[src/logic/cdgc_pkg.sv]
package cdgc_pkg;
    // register byte offsets within the socket register view
    localparam logic [7:0] CDGC_OFF_A = 8'h16;
    localparam logic [7:0] CDGC_OFF_B = 8'h56;
    localparam logic [7:0] GLB_OFF_A = 8'h1E;
    localparam logic [7:0] GLB_OFF_B = 8'h5E;
    localparam logic [11:0] GLB_OFF_MEM = 12'h81E;
    localparam logic [11:0] MEM_BASE = 12'h800;
    localparam logic [11:0] MEM_SOCK_B = 12'h840;
    // card detect / general control fields
    localparam int SENSE2_BIT = 7;
    localparam int SENSE1_BIT = 6;
    localparam int SOFT_TRIG_BIT = 5;
    localparam int WAKE_EN_BIT = 4;
    localparam int REMOVAL_BIT = 1;
    // global control fields
    localparam int SOCKB_LVL_BIT = 4;
    localparam int SOCKA_LVL_BIT = 3;
    localparam int CLR_WRITE_BIT = 2;
    localparam int CSC_LVL_BIT = 1;
    localparam int SLEEP_BIT = 0;
    localparam logic [7:0] CDGC_WMASK = 8'h12;
    localparam logic [7:0] GLB_WMASK = 8'h1F;
    localparam logic [7:0] RESET_VAL = 8'h00;

    // register access request
    typedef struct packed {
        logic rd;
        logic wr;
        logic mem;
        logic [11:0] addr;
        logic [7:0] wdata;
    } reg_req_t;

    // global control decoded outputs
    typedef struct packed {
        logic sockb_lvl;
        logic socka_lvl;
        logic clr_write;
        logic csc_lvl;
        logic sleep;
    } glb_ctl_t;
endpackage
[src/logic/card_detect_global_ctrl_regs.sv]
`timescale 1ns/1ps
// Function
// - bit 7 reads live second sense level
// - bit 6 reads live first sense level
// - writing bit 5 raises detect interrupt if enabled
// - bit 5 reads zero, self clears
// - write-back clear mode also clears soft trigger
// - wake enable: detect change pulls ring low
// - ring stays low until status clear
// - bits 3, 2, 0 read zero
// - bit 1 resets socket registers on removal
// - one global register shared by sockets
// - global decodes at 81E, 1E, 5E
// - global bit 2 selects flag clear method
// - global bits 4,3,1 select level interrupts
// - global bit 0 sleeps card outputs
// - global bits 7 to 5 read zero
module card_detect_global_ctrl_regs
    import cdgc_pkg::*;
(
    input wire logic I_CLK,
    input wire logic I_RST,
    input wire logic i_CE,
    input wire logic i_RD,
    input wire logic i_WR,
    input wire logic i_MEM,
    input wire logic [11:0] i_ADDR,
    input wire logic [7:0] i_WDATA,
    input wire logic [1:0] i_VOLTAGE_SENSE_1,
    input wire logic [1:0] i_VOLTAGE_SENSE_2,
    input wire logic [1:0] i_CD_CHANGE,
    input wire logic [1:0] i_DETECT_IRQ_EN,
    input wire logic [1:0] i_CSC_DETECT_CLEAR,
    input wire logic [1:0] i_CARD_REMOVED,
    output logic [7:0] o_RDATA,
    output logic [1:0] o_SOFT_DETECT_TRIGGER,
    output logic o_RING_INDICATE_OUT,
    output logic [1:0] o_REMOVAL_RESET,
    output logic o_SOCKET_A_IRQ_LEVEL,
    output logic o_SOCKET_B_IRQ_LEVEL,
    output logic o_FLAG_CLEAR_BY_WRITE,
    output logic o_STATUS_CHANGE_IRQ_LEVEL,
    output logic o_CARD_OUTPUT_SLEEP
);
    reg_req_t req;
    glb_ctl_t glb_r;
    logic [7:0] glb_rd;
    logic [1:0] sel_cd;
    logic sel_glb;
    logic [7:0] cd_rd [2];
    logic [1:0] trig;
    logic [1:0] ring_low;
    logic [1:0] rem_rst;
    logic [1:0] csc_clr;
    logic [7:0] rdata_r;
    logic ring_r;
    logic [1:0] trig_r;
    logic [1:0] rem_r;
    logic [11:0] mem_cd_a;
    logic [11:0] mem_cd_b;
    logic [1:0] idx_cd_hit;
    logic [1:0] mem_cd_hit;
    logic idx_glb_hit;
    logic mem_glb_hit;
    logic [1:0] wr_cd;
    logic wr_glb;
    logic [7:0] glb_wval;
    logic [7:0] rd_mux;

    assign req = '{rd: i_RD, wr: i_WR, mem: i_MEM, addr: i_ADDR, wdata: i_WDATA};

    // memory-view offsets of the two detect registers
    assign mem_cd_a = MEM_BASE | {4'h0, CDGC_OFF_A};
    assign mem_cd_b = MEM_SOCK_B | {4'h0, CDGC_OFF_A};

    // index view: low byte only; global answers in both socket windows
    always_comb
    begin
        idx_cd_hit[0] = (req.addr[7:0] == CDGC_OFF_A);
        idx_cd_hit[1] = (req.addr[7:0] == CDGC_OFF_B);
        idx_glb_hit = (req.addr[7:0] == GLB_OFF_A) || (req.addr[7:0] == GLB_OFF_B);
    end

    // memory view: full offset; global only at its single shared slot
    always_comb
    begin
        mem_cd_hit[0] = (req.addr == mem_cd_a);
        mem_cd_hit[1] = (req.addr == mem_cd_b);
        mem_glb_hit = (req.addr == GLB_OFF_MEM);
    end

    // the request's view picks which decode counts
    always_comb
    begin
        sel_cd = req.mem ? mem_cd_hit : idx_cd_hit;
        sel_glb = req.mem ? mem_glb_hit : idx_glb_hit;
    end

    // write strobes, one per storage target
    assign wr_cd = sel_cd & {2{req.wr}};
    assign wr_glb = req.wr && sel_glb;

    // only the five control bits take data; bits 7..5 never store
    assign glb_wval = req.wdata & GLB_WMASK;

    // status-change clear also ends soft trigger in write-back mode
    assign csc_clr = i_CSC_DETECT_CLEAR & {2{glb_r.clr_write}};

    // one detect and control register per socket
    genvar s;
    generate
        for (s = 0; s < 2; s++)
        begin : g_sock
            cd_socket_ctl u_sock (
                .i_clk(I_CLK),
                .i_rst(I_RST),
                .i_ce(i_CE),
                .i_wr(wr_cd[s]),
                .i_wdata(req.wdata),
                .i_sense1(i_VOLTAGE_SENSE_1[s]),
                .i_sense2(i_VOLTAGE_SENSE_2[s]),
                .i_cd_change(i_CD_CHANGE[s]),
                .i_detect_irq_en(i_DETECT_IRQ_EN[s]),
                .i_csc_clear(i_CSC_DETECT_CLEAR[s]),
                .i_card_removed(i_CARD_REMOVED[s]),
                .o_rdata(cd_rd[s]),
                .o_soft_trigger(trig[s]),
                .o_ring_low(ring_low[s]),
                .o_removal_reset(rem_rst[s])
            );
        end
    endgenerate

    // single shared global control register
    always_ff @(posedge I_CLK or posedge I_RST)
    begin
        if (I_RST)
            glb_r <= '0;
        else if (i_CE && wr_glb)
        begin
            glb_r.sockb_lvl <= glb_wval[SOCKB_LVL_BIT];
            glb_r.socka_lvl <= glb_wval[SOCKA_LVL_BIT];
            glb_r.clr_write <= glb_wval[CLR_WRITE_BIT];
            glb_r.csc_lvl <= glb_wval[CSC_LVL_BIT];
            glb_r.sleep <= glb_wval[SLEEP_BIT];
        end
    end

    // global read view, upper bits zero
    always_comb
    begin
        glb_rd = RESET_VAL;
        glb_rd[SOCKB_LVL_BIT] = glb_r.sockb_lvl;
        glb_rd[SOCKA_LVL_BIT] = glb_r.socka_lvl;
        glb_rd[CLR_WRITE_BIT] = glb_r.clr_write;
        glb_rd[CSC_LVL_BIT] = glb_r.csc_lvl;
        glb_rd[SLEEP_BIT] = glb_r.sleep;
    end

    // read mux: zero when idle or unmapped; global wins a shared hit
    always_comb
    begin
        rd_mux = RESET_VAL;
        if (req.rd)
        begin
            if (sel_glb)
                rd_mux = glb_rd;
            else if (sel_cd[0])
                rd_mux = cd_rd[0];
            else if (sel_cd[1])
                rd_mux = cd_rd[1];
        end
    end

    // registered read data, one cycle after the read edge
    always_ff @(posedge I_CLK or posedge I_RST)
    begin
        if (I_RST)
            rdata_r <= RESET_VAL;
        else if (i_CE)
            rdata_r <= rd_mux;
    end

    // soft trigger output, cancelled by a write-back status clear
    always_ff @(posedge I_CLK or posedge I_RST)
    begin
        if (I_RST)
            trig_r <= 2'b00;
        else if (i_CE)
            trig_r <= trig & ~csc_clr;
    end

    // ring indicate, idle high, low while any socket holds a wake
    always_ff @(posedge I_CLK or posedge I_RST)
    begin
        if (I_RST)
            ring_r <= 1'b1;
        else if (i_CE)
            ring_r <= ~|ring_low;
    end

    // removal reset request per socket
    always_ff @(posedge I_CLK or posedge I_RST)
    begin
        if (I_RST)
            rem_r <= 2'b00;
        else if (i_CE)
            rem_r <= rem_rst;
    end

    // outputs: each straight from a flop
    assign o_RDATA = rdata_r;
    assign o_SOFT_DETECT_TRIGGER = trig_r;
    assign o_RING_INDICATE_OUT = ring_r;
    assign o_REMOVAL_RESET = rem_r;

    // global control levels
    assign o_SOCKET_A_IRQ_LEVEL = glb_r.socka_lvl;
    assign o_SOCKET_B_IRQ_LEVEL = glb_r.sockb_lvl;
    assign o_FLAG_CLEAR_BY_WRITE = glb_r.clr_write;
    assign o_STATUS_CHANGE_IRQ_LEVEL = glb_r.csc_lvl;
    assign o_CARD_OUTPUT_SLEEP = glb_r.sleep;
endmodule // card_detect_global_ctrl_regs

[src/logic/cd_socket_ctl.sv]
`timescale 1ns/1ps
// one socket's card detect and general control register
module cd_socket_ctl
    import cdgc_pkg::*;
(
    input wire logic i_clk,
    input wire logic i_rst,
    input wire logic i_ce,
    input wire logic i_wr,
    input wire logic [7:0] i_wdata,
    input wire logic i_sense1,
    input wire logic i_sense2,
    input wire logic i_cd_change,
    input wire logic i_detect_irq_en,
    input wire logic i_csc_clear,
    input wire logic i_card_removed,
    output logic [7:0] o_rdata,
    output logic o_soft_trigger,
    output logic o_ring_low,
    output logic o_removal_reset
);
    logic wake_en_r;
    logic removal_r;
    logic ring_low_r;
    logic trig_r;

    // writable bits, cleared by bus reset
    always_ff @(posedge i_clk or posedge i_rst)
    begin
        if (i_rst)
        begin
            wake_en_r <= 1'b0;
            removal_r <= 1'b0;
        end
        else if (i_ce && i_wr)
        begin
            wake_en_r <= i_wdata[WAKE_EN_BIT];
            removal_r <= i_wdata[REMOVAL_BIT];
        end
    end

    // soft trigger: one-cycle pulse, self-clearing
    always_ff @(posedge i_clk or posedge i_rst)
    begin
        if (i_rst)
            trig_r <= 1'b0;
        else if (i_ce)
            trig_r <= i_wr && i_wdata[SOFT_TRIG_BIT] && i_detect_irq_en;
    end

    // ring indicate held low until status-change clear; set wins
    always_ff @(posedge i_clk or posedge i_rst)
    begin
        if (i_rst)
            ring_low_r <= 1'b0;
        else if (i_ce)
        begin
            if (wake_en_r && i_cd_change)
                ring_low_r <= 1'b1;
            else if (i_csc_clear)
                ring_low_r <= 1'b0;
        end
    end

    // read view: live sense levels, trigger reads zero
    always_comb
    begin
        o_rdata = RESET_VAL;
        o_rdata[SENSE2_BIT] = i_sense2;
        o_rdata[SENSE1_BIT] = i_sense1;
        o_rdata[WAKE_EN_BIT] = wake_en_r;
        o_rdata[REMOVAL_BIT] = removal_r;
    end

    assign o_soft_trigger = trig_r;
    assign o_ring_low = ring_low_r;
    assign o_removal_reset = removal_r && i_card_removed;
endmodule // cd_socket_ctl

[config.mk]
export PLATFORM = sky130hd
export DESIGN_NAME = card_detect_global_ctrl_regs
export DESIGN_NICKNAME = d
export VERILOG_FILES = /design/src/logic/cdgc_pkg.sv /design/src/logic/card_detect_global_ctrl_regs.sv /design/src/logic/cd_socket_ctl.sv
export SDC_FILE = /design/constraint.sdc
export NUM_CORES = 1
export LEC_CHECK = 0
export ABC_AREA = 1
export BUFFER_PORTS_ARGS = -buffer_cell sky130_fd_sc_hd__clkbuf_2
export CAP_MARGIN = 10
export CORE_ASPECT_RATIO = 1.25
export CORE_MARGIN = 2
export CORE_UTILIZATION = 43
export CTS_BUF_LIST = sky130_fd_sc_hd__clkbuf_16
export CTS_CLUSTER_DIAMETER = 200
export CTS_CLUSTER_SIZE = 30
export DETAILED_ROUTE_END_ITERATION = 8
export PLACE_DENSITY = 0.8
export SETUP_SLACK_MARGIN = 0.4
export SYNTH_ARGS = -nofsm -noshare
export SYNTH_HDL_FRONTEND = slang
export SYNTH_SLANG_ARGS = --single-unit
[constraint.sdc]
create_clock -name I_CLK -period 1.3 [get_ports I_CLK]
set_input_delay 0.26 -clock I_CLK [delete_from_list [all_inputs] [get_ports I_CLK]]
set_output_delay 0.26 -clock I_CLK [all_outputs]
set_load 0.05 [all_outputs]
==> impl_metrics.toml <==
[route]
wl_per_cell_um = 15.6
vias = 1425
drtIter0Drc = 64
ant_nets = 0
wirelength_um = 4230
drt_first_pass_iters = 4
via_per_inst = 5.26
drcViolationCount = 0

[min_path]
hold_class = "in -> async"

[final_layout]
diodes = 0
nets = 274
area_delta_synth_final_pct = 79.7
stdcell_area_sq_um = 2360
drive_above_1_share_pct = 57.0
final_cells = 271
nFillCells = 157
post-route-util_pct = 81.0

[sta]
drv_slew = 0
fin_crit_sh_pct = 93.1
timing.final.ws_setup_ns = 0.0899
fin_skew_ns = 0.00516
setup_viol = 0
timing.hold.ws_ns = 0.0121
rsz0062_at_grt = "yes"
final-hold-violation-count = 0
max_freq_mhz = 826
tns_ns = 0
min_period_ns = 1.21

[global_route]
use_met1_pct = 26.3
overflow = 0
grt_max_degree = 26
use_met3_pct = 1.58
grt_pass1_vias = 1281
grtUsageTotal_pct = 22.1
antenna_found_initial = 0
grt_pass1_wl_um = 5650
busiest_layer = "met2"
use_met2_pct = 40.0

[clocking]
path_clk_slew_ns = 0.06
clock_sinks = 25
root_buffer = "clkbuf_16"
numCtsBuffers = 3
insertion_delay_ns = 0.26
clockBufferDepth = 2
htreeDepth = 1
cts_tree = "done"

[worst_setup_path]
r2r_setup_slack_ns = 0.25
critPathLaunch = "o_RING_INDICATE_OUT$_DFFE_PP1P_"
path_cells = "buf_8"
worstPathMaxFanout = 2
worstPathRequired_ns = 1.04
crit_path_end_kind = "output pin"
crit_family = "flip-flops"
r2r_start = "o_SOCKET_B_IRQ_LEVEL$_DFFE_PP0P_"
crit_path_start_kind = "flop"
critPathKind = "reg -> out"
crit_buf_inv = 1
reg2regPathDepth = 7
cp.arrival_ns = 0.95
critPathMaxStageDelay_ns = 0.55
r2r_end = "o_RDATA[4]$_DFFE_PP0P_"
cp.depth = 1
cp_slowest_cell = "dfstp_2"
crit_end = "o_RING_INDICATE_OUT"

[logic_synthesis]
syn_area_sq_um = 1320
ys.flop_type = "dfrtp_1"
synth_edf_count = 0
ys_warn_count = 0
yosys.area_share.simple_pct = 35.2
synth_top_family_by_area = "simple AND/OR/NAND/NOR gates"
yosysSeqAreaShare_pct = 47.7
synth_seq_cells = 25
synth-compound-area-share_pct = 8.18
synth_cell_types = 28
synth-xor-area-share_pct = 0
syn_area_per_cell_sq_um = 8.17
netlist_instances = 161
synthMuxAreaShare_pct = 0
synth_adder_area_share_pct = 0
async_flop_share_pct = 100
syn_nets = 199

[floorplan]
die_x_um = 53.5
initial_core_util_pct = 45.1
io_pins = 56
die_area_sq_um = 3520
core_sq_um = 2920
rows = 22
die_h_um = 65.8

[place]
port_buffers = 52
gp_congestion = 0.837
place_inst = 249
dp_hpwl_um = 2210
placed_area_sq_um = 1710
detailedPlace.worstSlack_ns = -0.00146

[outcome]
outcome = "finished clean"

[power]
ir_worst_vdd_mv = 0.745
p_per_area_nw_per_um2 = 790
total_leakage_power_nw = 1.19
p_total_mw = 1.87

[run]
cap_violations = 0
[placed cells by master (no fill, tap or decap), types with 2 or more instances in the layout]
cell / synthesis / final
inv_12: 0 / 2
dfrtp_2: 0 / 4
nor2_4: 2 / 7
o21ai_1: 10 / 6
nand2_8: 0 / 3
nand2_1: 49 / 37
buf_6: 0 / 8
buf_8: 0 / 18
inv_1: 19 / 12
o21a_1: 2 / 2
nand3_1: 14 / 11
nand2_2: 6 / 12
buf_4: 2 / 14
nand2_4: 1 / 4
clkbuf_16: 0 / 7
clkbuf_2: 0 / 28
a32o_1: 2 / 2
nand4_1: 4 / 4
nand3_2: 0 / 3
dfrtp_1: 24 / 20
inv_2: 4 / 6
nand3_4: 1 / 2
o21ai_2: 0 / 4
nor2_1: 7 / 4
[cell families after synthesis]
| logic type | count (synthesis) |
|---|---|
| DFF | 25 |
| buffers and inverters | 28 |
| AOI/OAI and AO/OA | 17 |
| and+or+nand+nor | 90 |
| other | 1 |
[synthesized netlist by cell type (all sizes together) (2+ instances only)]
library cell | number | share of area (%)
nand4 | 5 | 2.9
o21a | 2 | 1.1
nand3 | 15 | 6.7
o21ai | 10 | 3.8
buf | 3 | 1.5
inv | 23 | 6.6
nor2 | 12 | 6.2
dfrtp | 24 | 46
nand2 | 56 | 18
a32o | 2 | 1.5
[power by group]
part	switching (mW)	leakage (nW)	total, mW	internal (mW)
Combinational	0.206	0.818	0.370	0.163
Sequential	0.0140	0.337	0.809	0.795
Clock	0.272	0.0371	0.689	0.418
Total	0.492	1.19	1.87	1.38
[how the worst min path moves through the flow]
stage	slack, ns	cells after the start	to	startpoint
CTS	0.02	3	o_RDATA[0]$_DFFE_PP0P_	I_RST
finish	0.01	3	o_RDATA[0]$_DFFE_PP0P_	I_RST
global route	0.05	3	o_RDATA[0]$_DFFE_PP0P_	I_RST
global placement	0.30	3	o_RDATA[0]$_DFFE_PP0P_	I_RST
floorplan	0.29	1	g_sock[0].u_sock.o_ring_low$_DFFE_PP0P_	I_RST
detailed placement	0.30	3	o_RDATA[0]$_DFFE_PP0P_	I_RST
[flip-flops by register name, indices dropped and copies added (netlist names), 2 cells and up]
register                      flops
o_REMOVAL_RESET                   2
g_sock.u_sock.removal_r           2
g_sock.u_sock.wake_en_r           2
o_SOFT_DETECT_TRIGGER             2
g_sock.u_sock.o_ring_low          2
o_RDATA                           7
g_sock.u_sock.o_soft_trigger      2
[area by class of cell]
cell class	instances	area, sq um	area share, %
Inverter	24	131	5.56
Tap cell	36	45.0	1.91
Clock buffer	3	75.1	3.18
Sequential cell	25	632	26.7
Timing Repair Buffer	73	711	30.1
Multi-Input combinational cell	109	762	32.2
Clock inverter	1	7.51	0.318
[routing by layer]
| layer | vias up | wire length [um] |
|---|---|---|
| li1 | 663 | - |
| met1 | 677 | 1490 |
| met2 | 68 | 2370 |
| met3 | 17 | 254 |
| met4 | 0 | 114 |
| met5 | - | 0 |
[worst reg2reg max path, stage by stage (launching register included)]
cell and delay, ns:
dfrtp_2 0.43, buf_6 0.13, inv_2 0.04, nor2_1 0.04, nand3_1 0.09, nand2_1 0.07
inv_1 0.07, nand2_1 0.06
[what timing repair did]
item / CTS / global route
hold buffers: 0 / 0
cloned: 1 / 1
setup buffers: 11 / 5
pin swaps: 7 / 20
resized for setup: 52 / 60
setup endpoints to repair: 32 / 36
Note: power is estimated with default switching activity, not from simulation.
